File: config.mk
export PLATFORM = sky130hd
export DESIGN_NAME = curing_channel_io_control
export DESIGN_NICKNAME = d
export VERILOG_FILES = /design/src/common/curing_io_pkg.sv /design/src/design/curing_channel_io_control.sv /design/src/design/trigger_filter.sv
export VERILOG_INCLUDE_DIRS = /design/src /design/src/common
export SDC_FILE = /design/constraint.sdc
export NUM_CORES = 1
export LEC_CHECK = 0
export ABC_CLOCK_PERIOD_IN_PS = 2200
export BUFFER_PORTS_ARGS = -buffer_cell sky130_fd_sc_hd__buf_2
export CAP_MARGIN = 10
export CORE_AREA = 2 2 169 171
export CTS_CLUSTER_DIAMETER = 30
export DETAILED_ROUTE_END_ITERATION = 8
export DIE_AREA = 0 0 171 173
export GPL_TIMING_DRIVEN = 0
export PLACE_DENSITY = 0.76
export SYNTH_ARGS = -nofsm -noshare
export SYNTH_HDL_FRONTEND = slang
export SYNTH_SLANG_ARGS = --single-unit
export TNS_END_PERCENT = 100
File: constraint.sdc
create_clock -name clk_i -period 2.2 [get_ports clk_i]
set_input_delay 0.22 -clock clk_i [delete_from_list [all_inputs] [get_ports clk_i]]
set_output_delay 0.22 -clock clk_i [all_outputs]
set_load 0.01 [all_outputs]
File: src/common/curing_io_regs.svh
// register map, field positions, reset values and timing figures
`ifndef CURING_IO_REGS_SVH
`define CURING_IO_REGS_SVH

// ****************************************************************
// register offsets (byte addresses)
// ****************************************************************
`define CTRL_OFS 8'h00
`define STATUS_OFS 8'h04
`define DUR_BASE_OFS 8'h10
`define DUR_LAST_OFS 8'h1c

// ****************************************************************
// control register fields
// ****************************************************************
`define CTRL_INDIV_BIT 0
`define CTRL_CONTACT_BIT 1
`define CTRL_ESTOP_OPEN_BIT 2
`define CTRL_BANK_EN_BIT 3
`define CTRL_ERR_FORCE_BIT 4
`define CTRL_CH_OFF_LSB 8
`define CTRL_CH_OFF_MSB 11
`define CTRL_RESET 9'h000

// ****************************************************************
// status register fields
// ****************************************************************
`define STAT_READY_LSB 0
`define STAT_RUN_LSB 4
`define STAT_IRR_BIT 8
`define STAT_ERR_BIT 9
`define STAT_ESTOP_BIT 10
`define STAT_BANK_LSB 16

// ****************************************************************
// timing
// ****************************************************************
`define CLK_HZ 100000000
`define MS_PER_S 1000
`define HOLD_SWITCH_MS 40
`define HOLD_CONTACT_MS 120
`define READY_RESP_MS 200
`define DUR_W 16

`endif

File: src/common/curing_io_pkg.sv
// types shared by the curing channel i/o control block
package curing_io_pkg;

	typedef struct packed {
		logic [3:0] ch_off;
		logic error_force;
		logic bank_en;
		logic estop_open;
		logic contact_in;
		logic individual_mode;
	} ctrl_t;

	typedef struct packed {
		logic [4:0] bank;
		logic estop;
		logic error;
		logic irradiating;
		logic [3:0] run;
		logic [3:0] ready;
	} status_t;

	typedef enum logic [1:0] {
		S_NORMAL = 2'b01,
		S_ESTOP = 2'b10
	} io_state_t;

endpackage

File: src/design/curing_channel_io_control.sv
// curing channel i/o control: triggers, banks, emergency stop, outputs
// Operation
// - batch mode: only channel 1 trigger starts channels; others ignored.
// - batch start with ch1 ready starts every standby channel.
// - individual mode: each trigger starts its own channel.
// - bank inputs binary, bit 3 high; bank number is value plus one.
// - bank inputs used only when bank switching is enabled.
// - active emergency stop halts irradiation at once.
// - stay stopped until emergency input returns inactive.
// - ready output high while channel is in standby.
// - irradiating output high while any channel irradiates.
// - error output high while an error condition exists.
// - ready output follows readiness within 200 ms.
// - batch: ready returns only after all non-off channels end.
// - individual: ready returns when own irradiation ends.
// - channel set off never shows ready.
// - emergency active on short (default) or open, chosen by setting.
// - trigger valid after 40 ms switch or 120 ms contact hold.
// - batch: ch1 trigger while any irradiates stops all channels.
// - setting selects batch (default) or individual control.
//
// The address map and the Wishbone slave port were decided locally.
`timescale 1ns/10ps
`include "curing_io_regs.svh"

module curing_channel_io_control
	import curing_io_pkg::*;
#(
	parameter int CLK_PER_MS = `CLK_HZ / `MS_PER_S
)
(
	input wire logic clk_i,
	input wire logic rst_i,
	input wire logic wb_cyc_i,
	input wire logic wb_stb_i,
	input wire logic wb_we_i,
	input wire logic [7:0] wb_adr_i,
	input wire logic [3:0] wb_sel_i,
	input wire logic [31:0] wb_dat_i,
	output logic [31:0] wb_dat_o,
	output logic wb_ack_o,
	input wire logic start_stop_trigger_ch1_i,
	input wire logic start_stop_trigger_ch2_i,
	input wire logic start_stop_trigger_ch3_i,
	input wire logic start_stop_trigger_ch4_i,
	input wire logic bank_select_bit0_i,
	input wire logic bank_select_bit1_i,
	input wire logic bank_select_bit2_i,
	input wire logic bank_select_bit3_i,
	input wire logic emergency_stop_in_i,
	output logic [3:0] channel_ready_out_o,
	output logic irradiating_out_o,
	output logic error_out_o,
	output logic [4:0] bank_number_o
);

	localparam logic [16:0] MS_LAST = 17'(CLK_PER_MS - 1);

	ctrl_t ctrl_ff;
	status_t stat;
	io_state_t state_ff;
	io_state_t nxt_state;
	logic [3:0] trig_raw;
	logic [3:0] trig_pulse;
	logic [3:0] bank_s1_ff;
	logic [3:0] bank_s2_ff;
	logic est_s1_ff;
	logic est_s2_ff;
	logic est_act;
	logic [16:0] ms_cnt_ff;
	logic ms_tick_ff;
	logic [3:0] run_ff;
	logic [3:0] rdy_now;
	logic [`DUR_W-1:0] dur_ff [4];
	logic [`DUR_W-1:0] left_ff [4];
	logic wb_req;
	logic [2:0] dur_idx;

	assign trig_raw = {start_stop_trigger_ch4_i, start_stop_trigger_ch3_i,
		start_stop_trigger_ch2_i, start_stop_trigger_ch1_i};

	// ****************************************************************
	// input conditioning
	// ****************************************************************
	for (genvar g = 0; g < 4; g++)
	begin : g_trig
		trigger_filter #(.CLK_PER_MS(CLK_PER_MS)) u_filt (
			.clk_i(clk_i),
			.rst_i(rst_i),
			.raw_i(trig_raw[g]),
			.contact_i(ctrl_ff.contact_in),
			.pulse_o(trig_pulse[g])
		);
	end

	always_ff @(posedge clk_i)
	begin
		if (rst_i)
		begin
			bank_s1_ff <= 4'h0;
			bank_s2_ff <= 4'h0;
			est_s1_ff <= 1'b0;
			est_s2_ff <= 1'b0;
		end
		else
		begin
			bank_s1_ff <= {bank_select_bit3_i, bank_select_bit2_i,
				bank_select_bit1_i, bank_select_bit0_i};
			bank_s2_ff <= bank_s1_ff;
			est_s1_ff <= emergency_stop_in_i;
			est_s2_ff <= est_s1_ff;
		end
	end

	// input high means a short circuit across the stop terminals
	assign est_act = ctrl_ff.estop_open ? !est_s2_ff : est_s2_ff;

	// ****************************************************************
	// millisecond tick for irradiation durations
	// ****************************************************************
	always_ff @(posedge clk_i)
	begin
		if (rst_i)
		begin
			ms_cnt_ff <= 17'h00000;
			ms_tick_ff <= 1'b0;
		end
		else
		begin
			ms_tick_ff <= (ms_cnt_ff == MS_LAST);
			ms_cnt_ff <= (ms_cnt_ff == MS_LAST) ? 17'h00000 :
				ms_cnt_ff + 17'h00001;
		end
	end

	// ****************************************************************
	// emergency state
	// ****************************************************************
	always_comb
	begin
		case (state_ff)
			S_NORMAL: nxt_state = est_act ? S_ESTOP : S_NORMAL;
			S_ESTOP: nxt_state = est_act ? S_ESTOP : S_NORMAL;
			default: nxt_state = S_ESTOP;
		endcase
	end

	always_ff @(posedge clk_i)
	begin
		if (rst_i)
			state_ff <= S_NORMAL;
		else
			state_ff <= nxt_state;
	end

	// ****************************************************************
	// channel readiness and irradiation
	// ****************************************************************
	always_comb
	begin
		for (int i = 0; i < 4; i++)
		begin
			rdy_now[i] = !ctrl_ff.ch_off[i] && state_ff == S_NORMAL &&
				!est_act;
			if (ctrl_ff.individual_mode)
				rdy_now[i] = rdy_now[i] && !run_ff[i];
			else
				rdy_now[i] = rdy_now[i] && !(|run_ff);
		end
	end

	always_ff @(posedge clk_i)
	begin
		if (rst_i)
		begin
			run_ff <= 4'h0;
			for (int i = 0; i < 4; i++)
				left_ff[i] <= '0;
		end
		else if (est_act || state_ff == S_ESTOP)
			run_ff <= 4'h0;
		else
		begin
			for (int i = 0; i < 4; i++)
			begin
				// a zero duration runs until a stop trigger
				if (ms_tick_ff && run_ff[i] && dur_ff[i] != '0)
				begin
					left_ff[i] <= left_ff[i] - `DUR_W'(1);
					if (left_ff[i] <= `DUR_W'(1))
						run_ff[i] <= 1'b0;
				end
				if (ctrl_ff.individual_mode && trig_pulse[i])
				begin
					if (rdy_now[i])
					begin
						run_ff[i] <= 1'b1;
						left_ff[i] <= dur_ff[i];
					end
					else
						run_ff[i] <= 1'b0;
				end
				if (!ctrl_ff.individual_mode && trig_pulse[0])
				begin
					if (|run_ff)
						run_ff[i] <= 1'b0;
					else if (rdy_now[0] && !ctrl_ff.ch_off[i])
					begin
						run_ff[i] <= 1'b1;
						left_ff[i] <= dur_ff[i];
					end
				end
				if (ctrl_ff.ch_off[i])
					run_ff[i] <= 1'b0;
			end
		end
	end

	// ****************************************************************
	// terminal outputs
	// ****************************************************************
	always_ff @(posedge clk_i)
	begin
		if (rst_i)
		begin
			channel_ready_out_o <= 4'h0;
			irradiating_out_o <= 1'b0;
			error_out_o <= 1'b0;
			bank_number_o <= 5'h01;
		end
		else
		begin
			channel_ready_out_o <= rdy_now;
			irradiating_out_o <= |run_ff;
			error_out_o <= est_act || ctrl_ff.error_force;
			if (ctrl_ff.bank_en)
				bank_number_o <= {1'b0, bank_s2_ff} + 5'h01;
		end
	end

	// ****************************************************************
	// wishbone slave
	// ****************************************************************
	assign wb_req = wb_cyc_i && wb_stb_i && !wb_ack_o;
	assign dur_idx = wb_adr_i[4:2] - 3'h4;
	assign stat = '{bank: bank_number_o, estop: state_ff == S_ESTOP,
		error: error_out_o, irradiating: irradiating_out_o, run: run_ff,
		ready: channel_ready_out_o};

	always_ff @(posedge clk_i)
	begin
		if (rst_i)
		begin
			ctrl_ff <= `CTRL_RESET;
			for (int i = 0; i < 4; i++)
				dur_ff[i] <= '0;
		end
		else if (wb_req && wb_we_i)
		begin
			if (wb_adr_i == `CTRL_OFS)
			begin
				if (wb_sel_i[0])
				begin
					ctrl_ff.individual_mode <= wb_dat_i[`CTRL_INDIV_BIT];
					ctrl_ff.contact_in <= wb_dat_i[`CTRL_CONTACT_BIT];
					ctrl_ff.estop_open <= wb_dat_i[`CTRL_ESTOP_OPEN_BIT];
					ctrl_ff.bank_en <= wb_dat_i[`CTRL_BANK_EN_BIT];
					ctrl_ff.error_force <= wb_dat_i[`CTRL_ERR_FORCE_BIT];
				end
				if (wb_sel_i[1])
					ctrl_ff.ch_off <=
						wb_dat_i[`CTRL_CH_OFF_MSB:`CTRL_CH_OFF_LSB];
			end
			else if (wb_adr_i >= `DUR_BASE_OFS && wb_adr_i <= `DUR_LAST_OFS &&
				wb_adr_i[1:0] == 2'h0)
			begin
				if (wb_sel_i[0])
					dur_ff[dur_idx[1:0]][7:0] <= wb_dat_i[7:0];
				if (wb_sel_i[1])
					dur_ff[dur_idx[1:0]][15:8] <= wb_dat_i[15:8];
			end
		end
	end

	always_ff @(posedge clk_i)
	begin
		if (rst_i)
		begin
			wb_ack_o <= 1'b0;
			wb_dat_o <= 32'h00000000;
		end
		else
		begin
			wb_ack_o <= wb_req;
			wb_dat_o <= 32'h00000000;
			if (wb_req && !wb_we_i)
			begin
				if (wb_adr_i == `CTRL_OFS)
					wb_dat_o <= {20'h00000, ctrl_ff.ch_off, 3'h0,
						ctrl_ff.error_force, ctrl_ff.bank_en,
						ctrl_ff.estop_open, ctrl_ff.contact_in,
						ctrl_ff.individual_mode};
				else if (wb_adr_i == `STATUS_OFS)
					wb_dat_o <= {11'h000, stat.bank, 5'h00, stat.estop,
						stat.error, stat.irradiating, stat.run, stat.ready};
				else if (wb_adr_i >= `DUR_BASE_OFS &&
					wb_adr_i <= `DUR_LAST_OFS && wb_adr_i[1:0] == 2'h0)
					wb_dat_o <= {16'h0000, dur_ff[dur_idx[1:0]]};
			end
		end
	end
endmodule // curing_channel_io_control

File: src/design/trigger_filter.sv
// trigger input synchroniser, hold-time qualifier and one-shot
`timescale 1ns/10ps
`include "curing_io_regs.svh"

module trigger_filter
	import curing_io_pkg::*;
#(
	parameter int CLK_PER_MS = 100000
)
(
	input wire logic clk_i,
	input wire logic rst_i,
	input wire logic raw_i,
	input wire logic contact_i,
	output logic pulse_o
);

	localparam logic [23:0] LIM_S = 24'(`HOLD_SWITCH_MS * CLK_PER_MS);
	localparam logic [23:0] LIM_C = 24'(`HOLD_CONTACT_MS * CLK_PER_MS);

	logic sync1_ff;
	logic sync2_ff;
	logic [23:0] cnt_ff;
	logic fired_ff;
	logic [23:0] lim;

	assign lim = contact_i ? LIM_C : LIM_S;

	always_ff @(posedge clk_i)
	begin
		if (rst_i)
		begin
			sync1_ff <= 1'b0;
			sync2_ff <= 1'b0;
		end
		else
		begin
			sync1_ff <= raw_i;
			sync2_ff <= sync1_ff;
		end
	end

	// one pulse once the level has stood for the full hold time
	always_ff @(posedge clk_i)
	begin
		if (rst_i)
		begin
			cnt_ff <= 24'h000000;
			fired_ff <= 1'b0;
			pulse_o <= 1'b0;
		end
		else
		begin
			pulse_o <= 1'b0;
			if (!sync2_ff)
			begin
				cnt_ff <= 24'h000000;
				fired_ff <= 1'b0;
			end
			else if (!fired_ff)
			begin
				if (cnt_ff == lim - 24'h000001)
				begin
					pulse_o <= 1'b1;
					fired_ff <= 1'b1;
				end
				else
					cnt_ff <= cnt_ff + 24'h000001;
			end
		end
	end
endmodule // trigger_filter

**Word level (Yosys, flattened, before mapping)**

Memory sizes are Yosys's and may differ from the RTL's.
Index checks and enable logic that the tools add are counted.

- Bits in registers: 199
- Memory bits (writable): 128
- Output and inout port bits: 44
- Word-level logic and storage cells: 319
- Memories kept: 2

- Add/subtract/negate cells: 12
- $lt $le $gt $ge: 6
- Equality and inequality tests: 8
- Multiplexer cells: 132
- Bitwise logic cells: 26
- Reductions and logical operators: 87

Memory list:

| name | words | bits a word | rd ports | clocked after memory_dff | wr ports | RTL line | source |
|---|---|---|---|---|---|---|---|
| dur_ff | 4 | 16 | 5 | 0 | 4 | curing_channel_io_control.sv:74 | `` logic [`DUR_W-1:0] dur_ff [4]; `` |
| left_ff | 4 | 16 | 4 | 0 | 4 | curing_channel_io_control.sv:75 | `` logic [`DUR_W-1:0] left_ff [4]; `` |

Operator list:

| kind | count |
|---|---|
| 2-to-1 mux 16 bit | 14 |
| 2-to-1 mux 1 bit | 111 |
| adder 24 x 1 -> 24 bit (second input constant) | 4 |
| equality test 24 bit | 4 |
| less-or-equal comparator 16 x 1 -> 1 bit (second input constant) | 4 |
| nonzero test 16 bit | 4 |
| subtractor 16 x 1 -> 16 bit (second input constant) | 4 |
| logical AND 1 bit | 39 |
| OR reduction 3 bit | 9 |
| 2-to-1 mux 24 bit | 1 |
| subtractor 24 x 1 -> 24 bit (second input constant) | 1 |
| 2-to-1 mux 21 bit | 1 |
| adder 17 x 1 -> 17 bit (second input constant) | 1 |
| equality test 17 bit (second input constant) | 1 |
| OR reduction 16 bit | 1 |
| logical NOT 1 bit | 14 |
| inverter 1 bit | 14 |
| OR reduction 2 bit | 7 |
| 2-to-1 mux 12 bit | 1 |
| OR 1 bit | 12 |
| equality test 8 x 3 -> 1 bit (second input constant) | 1 |
| greater-or-equal comparator 8 x 5 -> 1 bit (second input constant) | 1 |
| less-or-equal comparator 8 x 5 -> 1 bit (second input constant) | 1 |
| logical NOT 8 bit | 1 |
| other kinds (11) | 20 |

**Logic depth before layout (Yosys ltp)**

- Depth in word-level cells: 14
- Gate-level depth with buffers: 8

**By module**

Synthesis repeated with hierarchy kept, for this count alone.

- Cell total of the unflattened synthesis: 1535
- Area, all modules: 15800.2 sq um

By module, submodules not included:

| module | times used | cells each | area an instance (sq um) |
|---|---|---|---|
| curing_channel_io_control | 1 | 872 | 10107.2 |
| trigger_filter (g_trig[0].u_filt ...) | 3 | 168 | 1432.6 |
| trigger_filter (g_trig[3].u_filt) | 1 | 159 | 1395.1 |

**Worst setup path after synthesis**

OpenSTA, ideal clock, no wires.

- Path kind: input to register
- Start point: in wb_adr_i[1]
- End point: mem dur_ff[0][0] (netlist name), enable pin
- Data arrival time: 1962 ps
- Slack: -71 ps
- Cell stages on the path: 5
- Buffers on the path: 0
- Cells stage by stage: or4_4 nor3b_4 or4b_4 nor2_4 or2_2

RTL lines:

| element | RTL line | source |
|---|---|---|
| from (decl) | curing_channel_io_control.sv:37 | `input wire logic [7:0] wb_adr_i,` |
| to (decl) | curing_channel_io_control.sv:74 |  |

==> key figures <==
Critical path
  • Data arrival, critical path: 2.77 ns
  • Crit Path Class: reg -> reg
  • Max Fanout on Critical Path: 2
  • Worst R2R End: run_ff[0]
  • CP Launch Type: register
  • Reg2reg start: left_ff[0][10]
  • CP Capture Type: register
  • CP Data Required Time: around 2.6 ns
  • R2R cell count: 5
  • R2r setup slk: -0.15 ns

Timing
  • Final setup violating endpoints: 11
  • Tightest Pin Transition: ~0.80 ns
  • Clock skew: roughly 0.021 ns
  • Relative slew slack: a little under half
  • Min Tclk post-route: about 2.3 ns
  • Hold slack: about 0.019 ns
  • Max Fclk: around 430 MHz
  • Unrepaired setup endpoints after global routing: true
  • Final hold viol count: 0
  • Crit share post-route: 107%
  • Worst setup slack after layout: -0.149 ns
  • Max-slew violations: 0

Detailed routing
  • Vias: roughly 13000
  • Drc violations: 0
  • Routed WL per cell: ~20 microns
  • Post-route ant nets: 0
  • 1st-iter DRT viols: about 1200
  • Drt via density: 6.09
  • Drt pass-1 iters: 6
  • WL final: approximately 42 mm

Global route
  • Largest net degree at the start of global routing: 17
  • Gr ovfl total: 0
  • Gr usage total: about 28%
  • Initial antenna violation count: 0
  • First-pass GRT wire length: roughly 66 mm
  • Vias in the first global route: roughly 12000

Floorplan
  • Die height: roughly 170 microns
  • # rows: between 60 and 70
  • Die X: 171 microns
  • Core Footprint: 27600 sq um
  • Io pins: between 100 and 150
  • Die area: 29600 sq um
  • Initial core utilization: approximately 55%

Cells and area
  • Area Overhead vs Synth: 26.3%
  • Layout net count: 1753
  • Final Instance Count excl. Fillers: about 2100
  • Final core occ: a little under 70%
  • Area of the multi-input gates: between 7000 and 8000 sq um
  • Fillers: ~2000
  • Fin area: 19100 sq um
  • FF/Latch Area: between 7000 and 8000 sq um
  • Antenna Cells: 0
  • Share of post-route cells with drive strength above 1: 19.0%

Yosys
  • Cell taking the most area after synthesis: edfxtp_1
  • Ranking of synthesized cells by area: edfxtp_1 25%, dfxtp_1 25%, xnor2_1 3.8%, nor2_1 3.3%, and2_1 2.9%
  • Post-Synthesis Cells: 1493
  • EDFF count, synth: 128
  • Register area share after synthesis: around 50%
  • Syn. warnings: 0
  • Async set or reset register ratio after synthesis: 0%
  • Synth cell types: 70
  • Share of the synthesized area in the top cell type: around a quarter
  • Syn_area_per_cell: 10.1 sq um
  • Top-count cell post-synth: dfxtp_1
  • Yosys reg bits: around 320
  • Main synth FF type: dfxtp_1
  • Synthesized area: about 15000 sq um
  • Synth cell count leaders: 188 x dfxtp_1, 131 x nor2_1, 128 x edfxtp_1

Power and ir drop
  • VDD IR-drop max: about 0.75 mV
  • Leak: approximately 6.7 nW
  • Pwr dens: 931 nW/um^2

CTS
  • CTS Sinks: 316
  • CTS root buffer: clkbuf_16
  • Worst-Skew Late Latency: 0.56 ns
  • CTS tree: built
  • Clock buffer depth: 3
  • CTS buffer count: between 60 and 70
  • H-tree depth: 3
  • Clk slew on worst S/H paths: approximately 0.050 ns

Worst hold path
  • Hold Path Origin: wb_dat_i[15]
  • Hold WC Path Type: in -> reg
  • Hold Crit Depth: 2
  • Hold EP: dur_ff[3][15]

Placed design
  • Setup WS pre-CTS: -0.800 ns
  • Placer congestion estimate: just under 1
  • Post-detail-place hpwl: 27.9 mm
  • Port Buffers: ~70
  • DP Area: between 15000 and 20000 sq um
  • DP Cell Count: a little under 2000

Status
  • Violated checks: negative setup slack
  • Outcome: finished with violations

Flow run
  • Max cap viols: 0
-- placed cells by master, fill, tap and decap left out, types with 9 or more instances in the layout --
| master | count |
|---|---|
| a211oi_1 | 17 |
| a21oi_1 | 58 |
| a22oi_1 | 10 |
| and2_1 | 70 |
| and3_1 | 37 |
| and4_1 | 9 |
| buf_2 | 79 |
| buf_4 | 26 |
| bufinv_16 | 10 |
| clkbuf_1 | 31 |
| clkbuf_16 | 71 |
| clkbuf_2 | 10 |
| conb_1 | 11 |
| dfxtp_1 | 186 |
| dlygate4sd3_1 | 18 |
| edfxtp_1 | 128 |
| ha_1 | 16 |
| inv_1 | 29 |
| mux4_2 | 16 |
| nand2_1 | 112 |
| nand2b_1 | 16 |
| nand3_1 | 55 |
| nand4_1 | 38 |
| nor2_1 | 131 |
| nor2b_1 | 27 |
| nor3_1 | 33 |
| nor4_1 | 27 |
| nor4_2 | 12 |
| o21ai_0 | 43 |
| o2bb2ai_1 | 45 |
| o31ai_1 | 10 |
| or2_2 | 9 |
| or3_1 | 25 |
| or4_1 | 21 |
| xnor2_1 | 66 |
| xor2_1 | 49 |
-- worst max-delay path by stage --
stage	from	endpoint	slack, ns	cells after the start
2_1_floorplan	wb_adr_i[1]	dur_ff[0][0]	-0.02	5
3_3_place_gp	rst_i	dur_ff[3][2]	-0.73	5
3_5_place_dp	rst_i	dur_ff[3][4]	-0.80	5
4_1_cts	left_ff[0][10]	run_ff[0]	-0.14	5
5_1_grt	left_ff[0][10]	run_ff[0]	-0.20	5
6_report	left_ff[0][10]	run_ff[0]	-0.15	5
-- routing by layer --
metal	track usage [%]	wire length, microns
met1	35.6	16500
met2	45.5	19700
met3	7.37	3790
met4	13.1	1800
met5	0	0
-- flip-flops by register name (all words and copies together), names as in the netlist, 5 cells and up --
register,cells
g_trig.u_filt.cnt_ff,96
dur_ff,64
left_ff,64
wb_dat_o,21
ms_cnt_ff,17
ctrl_ff,9
bank_number_o,5
-- cell type report --
| cell class | instances | share of cell area [%] |
|---|---|---|
| well taps | 378 | 2.48 |
| inverters | 29 | 0.571 |
| flip-flops and latches | 316 | 39.9 |
| clock inverters | 47 | 3.07 |
| multi-input cells | 1093 | 39.1 |
| repair buffers | 106 | 3.53 |
| clock buffers | 78 | 9.67 |
| plain buffers | 64 | 1.61 |
-- cells by family (layout without fill, tap and decap cells) --
group           count (synthesis)  count (layout)  share of synthesized area, %
simple gates                  694             697                          25.7
flops                         316             316                          50.4
compound gates                233             233                          10.4
xor+xnor                      116             116                          6.74
buf+inv                        97             324                          2.74
mux                            20              20                          2.65
fa+ha+maj                      16              16                          1.33
other cells                     1              11                        0.0249
-- critical path: stages, from the launching register on --
cell      delay [ns]
edfxtp_1        0.39
or4_4           0.56
or4_4           0.44
or4b_4          0.57
a31oi_4         0.19
nor3_2          0.06
-- power by group --
group / internal (mW) / switching, mW
combinational: 0.271 / 0.376
sequential: 6.25 / 0.163
clock: 7.25 / 3.44
-- repair_timing --
item,CTS,global route
hold buffers,18,0
pin swaps,7,10
resized for setup,41,40
cloned,3,0
endpoints found under the hold margin,17,0
setup endpoints to repair,257,204
buffers inserted,10,6
-- metrics by stage --
step / TNS, ns / total power [mW]
2_1_floorplan: -0.297 / 6.82
3_3_place_gp: -104.95 / 7.05
3_5_place_dp: -116.93 / 7.07
4_1_cts: -0.136 / 17.8
5_1_grt: -1.16 / 18.2
6_report: -0.367 / 17.7
Power figures use the tool's default switching activity.
